`src/hw/ascif_defines.vh`:
```
`ifndef ASCIF_DEFINES_VH
`define ASCIF_DEFINES_VH

// Serial command and result framing.
`define ASCIF_CMD_W         3'h4
`define ASCIF_RES_W         10
`define ASCIF_FRAME_W       16
`define ASCIF_CNT_W         5
`define ASCIF_CNT_ZERO      5'h00
`define ASCIF_CNT_ONE       5'h01
`define ASCIF_CNT_MAX       5'h1F
`define ASCIF_EDGE_SAMPLE   5'h04
`define ASCIF_EDGE_CONVERT  5'h0A

// Command codes.
`define ASCIF_CMD_CH_MSB    3
`define ASCIF_CMD_PDOWN     4'h8
`define ASCIF_CMD_FAST      4'h9
`define ASCIF_CMD_SLOW      4'hA
`define ASCIF_CMD_TEST_MID  4'hB
`define ASCIF_CMD_TEST_LOW  4'hC
`define ASCIF_CMD_TEST_HIGH 4'hD

// Fixed self-test results.
`define ASCIF_RES_MID       10'h200
`define ASCIF_RES_LOW       10'h000
`define ASCIF_RES_HIGH      10'h3FF

// Result buffer.
`define ASCIF_FIFO_DEPTH    32
`define ASCIF_FIFO_AW       5

// Synchronised pin bundle positions.
`define ASCIF_PIN_W         6
`define ASCIF_PIN_CS        5
`define ASCIF_PIN_FS        4
`define ASCIF_PIN_SCK       3
`define ASCIF_PIN_DIN       2
`define ASCIF_PIN_INV       1
`define ASCIF_PIN_START     0

`endif

```
`src/hw/ascif_core.v`:
```
`timescale 1ns/100ps
`default_nettype none
`include "ascif_defines.vh"

// Contract
// - Result shifts out while command shifts in
// - DSP: MSB at frame fall, rest on rises
// - DSP command capture edge follows invert input
// - DSP: rise after frame rise restarts counters
// - DSP: fall while frame high resets state
// - DSP: sixteen clocks, six trailing zeros
// - Chip select edges initialise, reset, disable
// - Processor: sample at rise four, convert ten
// - Processor: MSB at select fall, rest falls
// - Processor command capture edge follows invert
// - Command MSB first into four-bit register
// - Codes zero to seven pick channels
// - Code eight powers down until next access
// - Rate codes and reserved give no result
// - Self-test codes give fixed results
// - Normal sampling lasts six clock periods in DSP framing, six and a half in processor framing
// - Processor: hold sample at tenth fall
// - Framing mode latched at select fall
// - DSP: tenth fall hands over conversion
// - End-of-conversion low at tenth rise
module ascif_core
(
	input  wire                    sys_clk,
	input  wire                    arst_n,
	input  wire                    clk_en,
	input  wire                    cs_n_pin,
	input  wire                    frame_sync_in,
	input  wire                    shift_clk_pin,
	input  wire                    serial_data_in,
	input  wire                    shift_edge_invert,
	input  wire                    sample_start_n,
	output wire                    serial_data_out,
	output wire                    serial_data_out_oe,
	output wire                    eoc_out,
	output wire                    sampling_out,
	output wire                    proc_mode_out,
	output wire                    power_down_out,
	output wire                    fast_rate_out,
	output wire [2:0]              conv_channel,
	output wire                    conv_start,
	input  wire                    res_valid,
	output wire                    res_ready,
	input  wire [`ASCIF_RES_W-1:0] res_data
);

	localparam CV_IDLE = 1'b0;
	localparam CV_WAIT = 1'b1;

	wire [`ASCIF_PIN_W-1:0] pin_s;

	ascif_sync #(
		.WIDTH (`ASCIF_PIN_W)
	) u_sync (
		.sys_clk  (sys_clk),
		.arst_n   (arst_n),
		.clk_en   (clk_en),
		.async_in ({cs_n_pin, frame_sync_in, shift_clk_pin,
			serial_data_in, shift_edge_invert, sample_start_n}),
		.sync_out (pin_s)
	);

	wire cs_s    = pin_s[`ASCIF_PIN_CS];
	wire fs_s    = pin_s[`ASCIF_PIN_FS];
	wire sck_s   = pin_s[`ASCIF_PIN_SCK];
	wire din_s   = pin_s[`ASCIF_PIN_DIN];
	wire inv_s   = pin_s[`ASCIF_PIN_INV];
	wire start_s = pin_s[`ASCIF_PIN_START];

	reg                      cs_d_reg;
	reg                      fs_d_reg;
	reg                      sck_d_reg;
	reg                      proc_mode_reg;
	reg                      io_en_reg;
	reg                      frame_reg;
	reg                      armed_reg;
	reg [`ASCIF_CNT_W-1:0]   rise_cnt_reg;
	reg [`ASCIF_CNT_W-1:0]   fall_cnt_reg;
	reg [3:0]                cmd_shift_reg;
	reg [2:0]                cmd_cnt_reg;
	reg [3:0]                cmd_reg;
	reg                      cmd_ok_reg;
	reg [`ASCIF_FRAME_W-1:0] out_shift_reg;
	reg [`ASCIF_RES_W-1:0]   result_reg;
	reg                      eoc_reg;
	reg                      sampling_reg;
	reg                      pdown_reg;
	reg                      fast_reg;
	reg [2:0]                channel_reg;
	reg                      conv_start_reg;
	reg                      state_reg;
	reg                      state_next;
	reg                      test_push;
	reg [`ASCIF_RES_W-1:0]   test_value;

	wire cs_fall  = cs_d_reg & ~cs_s;
	wire cs_rise  = ~cs_d_reg & cs_s;
	wire fs_fall  = fs_d_reg & ~fs_s;
	wire fs_rise  = ~fs_d_reg & fs_s;
	wire sck_rise = ~sck_d_reg & sck_s;
	wire sck_fall = sck_d_reg & ~sck_s;

	// A transfer is live while select is low; in DSP framing it also needs the frame.
	wire live     = io_en_reg & (proc_mode_reg | frame_reg);
	wire dsp_rst  = io_en_reg & ~proc_mode_reg & fs_s & sck_fall;
	wire cnt_rise = live & sck_rise;
	wire cnt_fall = live & sck_fall;

	wire [`ASCIF_CNT_W-1:0] rise_n = (rise_cnt_reg == `ASCIF_CNT_MAX) ?
		rise_cnt_reg : rise_cnt_reg + `ASCIF_CNT_ONE;
	wire [`ASCIF_CNT_W-1:0] fall_n = (fall_cnt_reg == `ASCIF_CNT_MAX) ?
		fall_cnt_reg : fall_cnt_reg + `ASCIF_CNT_ONE;

	// Capture edge: processor uses rise when inverted-high, DSP the opposite.
	wire cap_on_rise = proc_mode_reg ? inv_s : ~inv_s;
	wire cap_edge    = cap_on_rise ? cnt_rise : cnt_fall;
	wire cap_take    = cap_edge & (cmd_cnt_reg != `ASCIF_CMD_W);
	wire [3:0] cmd_n = {cmd_shift_reg[2:0], din_s};
	wire cmd_done    = cap_take & (cmd_cnt_reg == `ASCIF_CMD_W - 3'h1);

	// Output advances on falls in processor framing, rises in DSP framing.
	wire out_edge = proc_mode_reg ? cnt_fall : cnt_rise;

	wire rise4  = cnt_rise & (rise_n == `ASCIF_EDGE_SAMPLE);
	wire rise10 = cnt_rise & (rise_n == `ASCIF_EDGE_CONVERT);
	wire fall4  = cnt_fall & (fall_n == `ASCIF_EDGE_SAMPLE);
	wire fall10 = cnt_fall & (fall_n == `ASCIF_EDGE_CONVERT);

	wire samp_begin = start_s & (proc_mode_reg ? rise4 : fall4);
	wire samp_end   = fall10;
	wire conv_edge  = proc_mode_reg ? rise10 : fall10;

	// Only channel and self-test codes produce a conversion result.
	wire is_channel = ~cmd_reg[`ASCIF_CMD_CH_MSB];
	wire is_test    = (cmd_reg == `ASCIF_CMD_TEST_MID) |
		(cmd_reg == `ASCIF_CMD_TEST_LOW) | (cmd_reg == `ASCIF_CMD_TEST_HIGH);
	wire gives_res  = cmd_ok_reg & (is_channel | is_test);
	wire conv_go    = conv_edge & start_s & gives_res & (state_reg == CV_IDLE);
	// In DSP framing the conversion is already awaited when the tenth rise arrives.
	wire eoc_drop   = rise10 & (conv_go | (state_reg == CV_WAIT));

	wire                    fifo_in_valid;
	wire                    fifo_in_ready;
	wire [`ASCIF_RES_W-1:0] fifo_in_data;
	wire                    fifo_out_valid;
	wire                    fifo_out_ready;
	wire [`ASCIF_RES_W-1:0] fifo_out_data;

	assign fifo_in_valid  = test_push | res_valid;
	assign fifo_in_data   = test_push ? test_value : res_data;
	assign res_ready      = fifo_in_ready & ~test_push;
	assign fifo_out_ready = (state_reg == CV_WAIT);

	ascif_fifo #(
		.WIDTH (`ASCIF_RES_W),
		.DEPTH (`ASCIF_FIFO_DEPTH),
		.AW    (`ASCIF_FIFO_AW)
	) u_fifo (
		.sys_clk   (sys_clk),
		.arst_n    (arst_n),
		.clk_en    (clk_en),
		.in_valid  (fifo_in_valid),
		.in_ready  (fifo_in_ready),
		.in_data   (fifo_in_data),
		.out_valid (fifo_out_valid),
		.out_ready (fifo_out_ready),
		.out_data  (fifo_out_data)
	);

	wire res_pop = fifo_out_valid & fifo_out_ready;

	always @*
	begin
		test_push  = 1'b0;
		test_value = `ASCIF_RES_MID;
		state_next = state_reg;
		case (cmd_reg)
			`ASCIF_CMD_TEST_LOW:  test_value = `ASCIF_RES_LOW;
			`ASCIF_CMD_TEST_HIGH: test_value = `ASCIF_RES_HIGH;
			default:              test_value = `ASCIF_RES_MID;
		endcase
		case (state_reg)
			CV_IDLE:
			begin
				if (conv_go)
				begin
					test_push  = is_test;
					state_next = CV_WAIT;
				end
			end
			CV_WAIT:
			begin
				if (res_pop)
					state_next = CV_IDLE;
			end
			default:
				state_next = CV_IDLE;
		endcase
	end

	always @(posedge sys_clk or negedge arst_n)
	begin
		if (!arst_n)
		begin
			cs_d_reg       <= 1'b1;
			fs_d_reg       <= 1'b1;
			sck_d_reg      <= 1'b1;
			proc_mode_reg  <= 1'b1;
			io_en_reg      <= 1'b0;
			frame_reg      <= 1'b0;
			armed_reg      <= 1'b0;
			rise_cnt_reg   <= `ASCIF_CNT_ZERO;
			fall_cnt_reg   <= `ASCIF_CNT_ZERO;
			cmd_shift_reg  <= 4'h0;
			cmd_cnt_reg    <= 3'h0;
			cmd_reg        <= 4'h0;
			cmd_ok_reg     <= 1'b0;
			out_shift_reg  <= {`ASCIF_FRAME_W{1'b0}};
			result_reg     <= {`ASCIF_RES_W{1'b0}};
			eoc_reg        <= 1'b1;
			sampling_reg   <= 1'b0;
			pdown_reg      <= 1'b0;
			fast_reg       <= 1'b1;
			channel_reg    <= 3'h0;
			conv_start_reg <= 1'b0;
			state_reg      <= CV_IDLE;
		end
		else if (clk_en)
		begin
			cs_d_reg       <= cs_s;
			fs_d_reg       <= fs_s;
			sck_d_reg      <= sck_s;
			state_reg      <= state_next;
			conv_start_reg <= conv_go & ~is_test;

			if (cs_fall)
			begin
				proc_mode_reg <= fs_s;
				io_en_reg     <= 1'b1;
				frame_reg     <= 1'b0;
				armed_reg     <= 1'b0;
				rise_cnt_reg  <= `ASCIF_CNT_ZERO;
				fall_cnt_reg  <= `ASCIF_CNT_ZERO;
				cmd_cnt_reg   <= 3'h0;
				cmd_ok_reg    <= 1'b0;
				sampling_reg  <= 1'b0;
				out_shift_reg <= {result_reg, {(`ASCIF_FRAME_W-`ASCIF_RES_W){1'b0}}};
				pdown_reg     <= 1'b0;
			end
			else if (cs_rise)
			begin
				io_en_reg <= 1'b0;
				frame_reg <= 1'b0;
				armed_reg <= 1'b0;
				if (proc_mode_reg)
				begin
					rise_cnt_reg <= `ASCIF_CNT_ZERO;
					fall_cnt_reg <= `ASCIF_CNT_ZERO;
					cmd_cnt_reg  <= 3'h0;
					sampling_reg <= 1'b0;
				end
			end
			else if (dsp_rst)
			begin
				frame_reg    <= 1'b0;
				armed_reg    <= 1'b1;
				cmd_cnt_reg  <= 3'h0;
				sampling_reg <= 1'b0;
			end
			else
			begin
				if (io_en_reg && !proc_mode_reg && fs_rise)
					armed_reg <= 1'b1;
				if (io_en_reg && !proc_mode_reg && armed_reg && sck_rise)
				begin
					armed_reg    <= 1'b0;
					rise_cnt_reg <= `ASCIF_CNT_ZERO;
					fall_cnt_reg <= `ASCIF_CNT_ZERO;
					cmd_cnt_reg  <= 3'h0;
				end
				if (io_en_reg && !proc_mode_reg && fs_fall)
				begin
					frame_reg     <= 1'b1;
					rise_cnt_reg  <= `ASCIF_CNT_ZERO;
					fall_cnt_reg  <= `ASCIF_CNT_ZERO;
					cmd_cnt_reg   <= 3'h0;
					cmd_ok_reg    <= 1'b0;
					out_shift_reg <= {result_reg, {(`ASCIF_FRAME_W-`ASCIF_RES_W){1'b0}}};
				end
				if (cnt_rise)
					rise_cnt_reg <= rise_n;
				if (cnt_fall)
					fall_cnt_reg <= fall_n;
				if (cap_take)
				begin
					cmd_shift_reg <= cmd_n;
					cmd_cnt_reg   <= cmd_cnt_reg + 3'h1;
				end
				if (cmd_done)
				begin
					cmd_reg    <= cmd_n;
					cmd_ok_reg <= 1'b1;
					if (!cmd_n[`ASCIF_CMD_CH_MSB])
						channel_reg <= cmd_n[2:0];
					if (cmd_n == `ASCIF_CMD_PDOWN)
						pdown_reg <= 1'b1;
					if (cmd_n == `ASCIF_CMD_FAST)
						fast_reg <= 1'b1;
					if (cmd_n == `ASCIF_CMD_SLOW)
						fast_reg <= 1'b0;
				end
				// Zero fill after the result gives the trailing zeros.
				if (out_edge)
					out_shift_reg <= {out_shift_reg[`ASCIF_FRAME_W-2:0], 1'b0};
				if (samp_begin)
					sampling_reg <= 1'b1;
				else if (samp_end)
					sampling_reg <= 1'b0;
			end

			// A result that lands on the tenth rise must not leave the flag low.
			if (res_pop)
				eoc_reg <= 1'b1;
			else if (eoc_drop)
				eoc_reg <= 1'b0;
			if (res_pop)
				result_reg <= fifo_out_data;
		end
	end

	assign serial_data_out    = out_shift_reg[`ASCIF_FRAME_W-1];
	assign serial_data_out_oe = io_en_reg;
	assign eoc_out            = eoc_reg;
	assign sampling_out       = sampling_reg;
	assign proc_mode_out      = proc_mode_reg;
	assign power_down_out     = pdown_reg;
	assign fast_rate_out      = fast_reg;
	assign conv_channel       = channel_reg;
	assign conv_start         = conv_start_reg;

endmodule // ascif_core

`default_nettype wire

```
`src/hw/ascif_sync.v`:
```
`timescale 1ns/100ps
`default_nettype none

module ascif_sync
#(
	parameter WIDTH = 1
)
(
	input  wire             sys_clk,
	input  wire             arst_n,
	input  wire             clk_en,
	input  wire [WIDTH-1:0] async_in,
	output wire [WIDTH-1:0] sync_out
);

	reg [WIDTH-1:0] meta_reg;
	reg [WIDTH-1:0] sync_reg;

	always @(posedge sys_clk or negedge arst_n)
	begin
		if (!arst_n)
		begin
			meta_reg <= {WIDTH{1'b1}};
			sync_reg <= {WIDTH{1'b1}};
		end
		else if (clk_en)
		begin
			meta_reg <= async_in;
			sync_reg <= meta_reg;
		end
	end

	assign sync_out = sync_reg;

endmodule // ascif_sync

`default_nettype wire

```
`src/hw/ascif_fifo.v`:
```
`timescale 1ns/100ps
`default_nettype none

module ascif_fifo
#(
	parameter WIDTH = 10,
	parameter DEPTH = 32,
	parameter AW    = 5
)
(
	input  wire             sys_clk,
	input  wire             arst_n,
	input  wire             clk_en,
	input  wire             in_valid,
	output wire             in_ready,
	input  wire [WIDTH-1:0] in_data,
	output wire             out_valid,
	input  wire             out_ready,
	output wire [WIDTH-1:0] out_data
);

	reg [WIDTH-1:0] mem [0:DEPTH-1];
	reg [AW-1:0]    wr_ptr_reg;
	reg [AW-1:0]    rd_ptr_reg;
	reg [AW:0]      count_reg;
	reg [WIDTH-1:0] out_data_reg;
	reg             out_valid_reg;

	wire push = in_valid & in_ready;
	wire load = (count_reg != {(AW+1){1'b0}}) & (~out_valid_reg | out_ready);
	// The output register is one of the DEPTH words, so it counts towards full.
	wire [AW:0] held = count_reg + {{AW{1'b0}}, out_valid_reg};

	assign in_ready  = (held != DEPTH[AW:0]);
	assign out_valid = out_valid_reg;
	assign out_data  = out_data_reg;

	always @(posedge sys_clk)
	begin
		if (clk_en && push)
			mem[wr_ptr_reg] <= in_data;
	end

	always @(posedge sys_clk or negedge arst_n)
	begin
		if (!arst_n)
		begin
			wr_ptr_reg    <= {AW{1'b0}};
			rd_ptr_reg    <= {AW{1'b0}};
			count_reg     <= {(AW+1){1'b0}};
			out_data_reg  <= {WIDTH{1'b0}};
			out_valid_reg <= 1'b0;
		end
		else if (clk_en)
		begin
			if (push)
				wr_ptr_reg <= wr_ptr_reg + 1'b1;
			if (load)
			begin
				rd_ptr_reg   <= rd_ptr_reg + 1'b1;
				out_data_reg <= mem[rd_ptr_reg];
			end
			if (load)
				out_valid_reg <= 1'b1;
			else if (out_ready)
				out_valid_reg <= 1'b0;
			if (push && !load)
				count_reg <= count_reg + 1'b1;
			else if (!push && load)
				count_reg <= count_reg - 1'b1;
		end
	end

endmodule // ascif_fifo

`default_nettype wire

```
`config.mk`:
```
export PLATFORM = sky130hd
export DESIGN_NAME = ascif_core
export DESIGN_NICKNAME = d
export VERILOG_FILES = /design/src/hw/ascif_core.v /design/src/hw/ascif_sync.v /design/src/hw/ascif_fifo.v
export VERILOG_INCLUDE_DIRS = /design/src /design/src/hw
export SDC_FILE = /design/constraint.sdc
export NUM_CORES = 1
export LEC_CHECK = 0
export BUFFER_PORTS_ARGS = -buffer_cell sky130_fd_sc_hd__buf_4
export CORE_MARGIN = 8
export CORE_UTILIZATION = 35
export DETAILED_ROUTE_END_ITERATION = 12
export PLACE_DENSITY = 0.53
export SLEW_MARGIN = 20
export SYNTH_ARGS = -nofsm -noshare
export SYNTH_HDL_FRONTEND = slang
export SYNTH_SLANG_ARGS = --single-unit
```
`constraint.sdc`:
```
create_clock -name sys_clk -period 4.5 [get_ports sys_clk]
set_input_delay 0 -clock sys_clk [delete_from_list [all_inputs] [get_ports sys_clk]]
set_output_delay 0 -clock sys_clk [all_outputs]
set_load 0.03 [all_outputs]
```
# Yosys cells after proc, flatten, opt, wreduce, memory -nomap -nowiden
# Memory sizes are Yosys's and may differ from the RTL's. A register that Yosys moved wholly into a read port is not among the register bits.
# Cells that the tools add are included.
# classes
addsub,8
eq_ne,19
n_mux,74
bitwise_logic,53
reduce_logical,49
# op_table
cell,n
$mux 16,5
$mux 5,13
$mux 1,44
$and 1x1->1,29
$eq 4x4->1 const B,6
$mux 3,7
$add 5x1->5 const B,4
$pmux 10 s2,1
$reduce_and 2->1,10
$reduce_bool 5->1,4
$not 1->1,17
$reduce_and 4->1,4
$reduce_and 5->1,3
$reduce_bool 2->1,7
$mux 6,2
$reduce_and 6->1,2
$reduce_bool 6->1,2
$eq 5x3->1 const B,2
$eq 5x4->1 const B,2
$eq 5x5->1 const B,2
$mux 10,1
$ne 3x3->1 const B,3
$logic_and 1x1->1,8
$or 1x1->1,7
12 further kinds,18
# totals
reg_bits,92
ram_bits,320
in_bits,20
elab_cells,232
memories,1
# memory_table
memory,words,word_bits,read_ports,rd_ports_with_merged_regs,write_ports,line_no,text
u_fifo.mem,32,10,1,1,1,ascif_fifo.v:22,reg [WIDTH-1:0] mem [0:DEPTH-1];

# Depth between registers and ports, before layout
# depth
depth_word,16
depth_mapped,17
depth_no_buf,16

# Cells and area by module
# A second synthesis with hierarchy kept.
# unflattened
cells_unflattened,1066
area_unflattened_um2,17575.6
# modules_own_cells
module,n_inst,cells_per_inst,area_each_um2,seq_area_each_um2
ascif_fifo,1,714,13793.2,10284.9
ascif_core,1,327,3283.1,1433.9
ascif_sync,1,25,499.2,315.3

# Worst setup path after synthesis
# OpenSTA, ideal clock, no wires.
# synth_timing
path_type,reg2reg
from,reg rise_cnt_reg[0]
to,mem u_fifo.mem[0][9] (data pin)
setup_time_ns,0.454
t_arrival_ns,3.136
path_slack_ns,0.910
path_stages_with_launch,9
path_buffers,3
period_less_slack_ns,3.590
path_cell_list,dfrtp_1 -> ha_1 -> clkbuf_2 -> o21ai_0 -> nand4_2 -> a211o_1 -> buf_6 -> clkbuf_1 -> o21ai_0
# synth_between
elab_chain_cells,11
word_cells_on_any_way,12
cone_classes,1 x add/sub; 2 x eq/ne; 5 x mux; 4 x bitwise
# synth_rtl
item,line_no,text
from (decl),ascif_core.v:81,reg [`ASCIF_CNT_W-1:0] rise_cnt_reg;
from (signal assigned),ascif_core.v:216,rise_cnt_reg <= `ASCIF_CNT_ZERO;
from (signal assigned),ascif_core.v:246,rise_cnt_reg <= `ASCIF_CNT_ZERO;
from (signal assigned),ascif_core.v:261,rise_cnt_reg <= `ASCIF_CNT_ZERO;
$add 5x1->5 (no source line) or $eq 5x5->1 (tied branches),n/a,
$mux 5 (no source line) *,n/a,
$eq 5x4->1 (no source line) *,n/a,
$and 1x1->1 *,ascif_core.v:129,wire rise10 = cnt_rise & (rise_n == `ASCIF_EDGE_CONVERT);
$mux 1 *,ascif_core.v:135,wire conv_edge = proc_mode_reg ? rise10 : fall10;
$and 1x1->1 * (3 in a row),ascif_core.v:142,wire conv_go = conv_edge & start_s & gives_res & (state_reg == CV_IDLE);
$mux 1 *,ascif_core.v:189,if (conv_go)
$mux 1 *,ascif_core.v:186,case (state_reg)
$mux 10 *,ascif_core.v:154,assign fifo_in_data = test_push ? test_value : res_data;
via fifo_in_data[9],ascif_core.v:148,wire [`ASCIF_RES_W-1:0] fifo_in_data;
to (decl),ascif_fifo.v:22,
# Mark *: on every way through the listed nets, which the timed path passes. The rest lies on a longest branch.

# Final worst setup path
# layout_timing
from,reg fall_cnt_reg[0]
to,reg u_fifo.count_reg[5]
# layout_between
elab_chain_cells,16
word_cells_on_any_way,19
cone_classes,1 x add/sub; 2 x eq/ne; 5 x mux; 6 x bitwise; 5 x reduce/logical
# layout_rtl
item,line_no,text
from (decl),ascif_core.v:82,reg [`ASCIF_CNT_W-1:0] fall_cnt_reg;
from (signal assigned),ascif_core.v:217,fall_cnt_reg <= `ASCIF_CNT_ZERO;
from (signal assigned),ascif_core.v:247,fall_cnt_reg <= `ASCIF_CNT_ZERO;
from (signal assigned),ascif_core.v:262,fall_cnt_reg <= `ASCIF_CNT_ZERO;
$add 5x1->5 (no source line) or $eq 5x5->1 (tied branches),n/a,
$mux 5 (no source line) *,n/a,
$eq 5x4->1 (no source line) *,n/a,
$and 1x1->1 *,ascif_core.v:131,wire fall10 = cnt_fall & (fall_n == `ASCIF_EDGE_CONVERT);
$mux 1 *,ascif_core.v:135,
$and 1x1->1 * (3 in a row),ascif_core.v:142,
$mux 1 *,ascif_core.v:189,
$mux 1 *,ascif_core.v:186,
$or 1x1->1 *,ascif_core.v:153,assign fifo_in_valid = test_push | res_valid;
$and 1x1->1 *,ascif_fifo.v:29,wire push = in_valid & in_ready;
$logic_not 1->1,ascif_fifo.v:69,else if (!push && load)
$logic_and 1x1->1,ascif_fifo.v:69,
$reduce_bool 2->1 (no source line),n/a,
$reduce_and 2->1 (no source line),n/a,
to (signal assigned),ascif_fifo.v:50,count_reg <= {(AW+1){1'b0}};
to (signal assigned),ascif_fifo.v:68,count_reg <= count_reg + 1'b1;
to (signal assigned),ascif_fifo.v:70,count_reg <= count_reg - 1'b1;
to (decl),ascif_fifo.v:25,reg [AW:0] count_reg;
# Mark *: on every way between the ends. The rest lies on a longest branch, timed or not.
# A chain may end at the register's enable or synchronous reset.

==> key figures <==
Worst setup path
  – Worst path top cell family by delay: compound AO/OA/AOI/OAI gates
  – Top cell by count, worst path: ha_1
  – R2R cell count: 15
  – Critical path endpoint category: register
  – CP bufs+invs: 1
  – Startpoint Class: register
  – Crit path depth: 15
  – Critical path class: reg -> reg
  – CP Max Fanout: 13
  – Critical Path RT: 4.94 ns
  – Crit-path slowest cell: a211o_1
  – Worst endpoint data arrival time: 4.21 ns
  – Critical-path cell list: ha_1 -> and3b_1 -> o21ai_1 -> nand3b_1 -> a211o_1 -> a21boi_0 -> ha_1 -> inv_1 -> ha_1 -> a21o_1 -> a21oi_1 -> nor2b_1 -> nand4_1 -> o211ai_1 -> xor2_1
  – Worst path max stage delay: 0.51 ns

Synth
  – Synth Net Count: 1062
  – Synth cell types: 78
  – Mux contribution to synthesized area: around 14%
  – Syn Area/Cell: 17.04 sq um
  – Async set-or-reset flop fraction in the synthesized netlist: a little under a quarter
  – Number of synthesized register bits: 416
  – Yosys warns: 0
  – Ys flop type: edfxtp_1
  – Synth Instances: 1020
  – Compound-Gate Fraction of Synth Area: 5.730%
  – Yosys top cell by area: edfxtp_1
  – Register area share after synthesis: 69.23%
  – Largest family of logic cells by synthesized area: multiplexers
  – Post-synth EDFFs: 320
  – Synth Area in Simple Gates: under 10%
  – Top cells by area, synth: edfxtp_1 55%, dfrtp_1 11%, mux4_2 10%
  – Synth Area in Adders: 1.627%
  – Yosys top cell area share: between 50% and 60%
  – Synthesized area: 17380 sq um
  – XOR/XNOR Fraction of Synth Area: 0.8062%

STA
  – Worst Tran Pin Value: 0.7938 ns
  – RSZ-0062 raised after global routing: no
  – Final setup vio count: 0
  – Min Tclk post-route: 3.763 ns
  – Fin. Hold Viols: 0
  – Final period utilization: 83.63%
  – TNS Setup: 0 ns
  – Maximum clock rate: around 0.27 GHz
  – Final Slew Violations: 0
  – Skew final: 0.03419 ns
  – Slew margin rel.: about 47%
  – Final setup margin: between 0.7 and 0.8 ns

Floorplanning
  – Placeable Area: 48950 sq um
  – Row Count: 81
  – Die Ht: 238.9 microns
  – DIE AREA: 57050 sq um
  – Die width: 238.9 microns
  – I/O pin cnt: 32
  – Initial Utilization: 35.51%

Clock network
  – H-tree depth: 2
  – TritonCTS clock tree: built
  – Post-CTS sizing: 0
  – Largest buffer count on any clock path: 3
  – Clock-pin slew of the registers on the worst-case setup and hold paths: 0.06 ns
  – Root buffer cell: clkbuf_16
  – Worst-Skew Late Latency: 0.60 ns
  – Total CTS buffers: 45
  – Num Clock Sinks: 416

Final layout
  – Area taken by multi-input logic gates: slightly below 5000 sq um
  – Commonest cells after routing, fill and taps aside: 320 x edfxtp_1, 80 x mux4_2, 76 x dfrtp_1
  – Largest register by flop count: u_fifo.mem
  – Fillers: 4377
  – Fraction of layout cells with a size suffix above 1: about a quarter
  – Max reg flops: 320
  – ANT cells: 0
  – Final core occ: 40.81%
  – Final Cell Area: about 20000 sq um
  – Final net count: 1130
  – Reg area: 12040 sq um
  – Layout area overhead: 14.92%
  – Leading cell type in the layout, fill and taps excluded: edfxtp_1

GRT
  – Total GRT Usage: 14.00%
  – Pin count of the biggest net entering global routing: 61
  – GRT overflow: 0
  – First-pass GRT wire length: slightly above 60000 microns
  – Initial antenna violation count: 1
  – Vias in the first global route: 9568

Job
  – Max-Cap Viols: 0

Route
  – Initial DRC Count: 753
  – Final ANT Viol Nets: 0
  – Vias/cell: 5.139
  – Wire per inst: 22.03 microns
  – Via count: between 9000 and 10000
  – Final WL: ~39000 microns
  – Drt first pass iters: 5
  – # DRC: 0

Pwr
  – Max IR drop VDD: around 310 uV
  – PwrDens: 487.1 nW/um^2
  – Static leakage: about 6.9 nW

Place
  – DP Area: between 15000 and 20000 sq um
  – Place WS: 0.7672 ns
  – RePlAce Congestion: 0.8049
  – Post-DP HPWL: 24150 microns
  – PortBufs: 31

Hold path
  – Hold Path Class: in -> async

Outcome
  – Status: finished clean
-- power breakdown --
group / switching, mW / internal (mW) / leakage [nW] / total (mW)
clock network: 1.54 / 2.08 / 0.697 / 3.62
logic: 0.725 / 0.671 / 2.07 / 1.40
registers: 0.316 / 4.40 / 4.09 / 4.72
-- timing repair --
item	in CTS	in global routing
hold endpoints to repair	82	0
setup buffers	0	0
hold buffers	15	0
-- final cells by class --
type                            count  area share [%]
Sequential cell                   416           60.28
Multi-Input combinational cell    527           24.90
Clock buffer                       64           6.095
Tap cell                          664           4.159
Timing Repair Buffer               70           2.944
Clock inverter                     20           1.096
Inverter                           28          0.5262
-- per-layer routing --
metal  wire length (microns)  track usage, %  up-vias  part of all wire [%]
li1                        -               -     4164                     -
met1                   18710           20.20     4759                    47
met2                   17870           21.22      215                    45
met3                    1964           2.755       53                   5.0
met4                     855           4.224        2                   2.2
met5                      13               0        -                 0.033
-- metrics by stage --
| stage | total power, mW | hold slack (ns) | instances |
|---|---|---|---|
| 2_1_floorplan | 5.735 | -0.2956 | 1020 |
| 3_3_place_gp | 6.174 | 0.1267 | 1690 |
| 3_5_place_dp | 6.196 | 0.1269 | 1690 |
| 4_1_cts | 9.846 | 0.05688 | 1789 |
| 5_1_grt | 10.15 | 0.09729 | 1789 |
| 6_report | 9.731 | 0.05033 | 1789 |
-- cells in the mapped netlist, types with 18 or more instances --
cell type,n
a21oi_1,20
and2_1,25
dfrtp_1,78
dfstp_2,18
edfxtp_1,320
ha_1,21
inv_1,28
mux2_2,36
mux4_2,80
nand2_1,68
nor2_1,23
o21ai_0,26
o22ai_1,42
-- final timing paths --
check                                               startpoint                               to  slack [ns]
worst max-delay path               fall_cnt_reg[0]$_DFFE_PN0P_  u_fifo.count_reg[5]$_DFFE_PN0P_        0.74
worst min-delay path                                    arst_n            armed_reg$_DFFE_PN0P_        0.05
worst max register to register     fall_cnt_reg[0]$_DFFE_PN0P_  u_fifo.count_reg[5]$_DFFE_PN0P_        0.74
worst min register to register  u_fifo.out_data[5]$_DFFE_PN0P_   u_fifo.out_data[5]$_DFFE_PN0P_        0.49
max in group asynchronous                               arst_n              eoc_out$_DFFE_PN1P_        3.46
min in group sys_clk                               res_data[7]      u_fifo.mem[31][7]$_DFFE_PP_        0.09
-- kinds of logic (layout without fill, tap and decap cells) --
family	count (synthesis)	count (layout)
flops	416	416
compound gates	144	144
buf+inv	77	182
simple gates	216	216
fa+ha+maj	22	22
mux	129	129
xor+xnor	16	16
No activity file was read; power rests on OpenSTA's default activity.
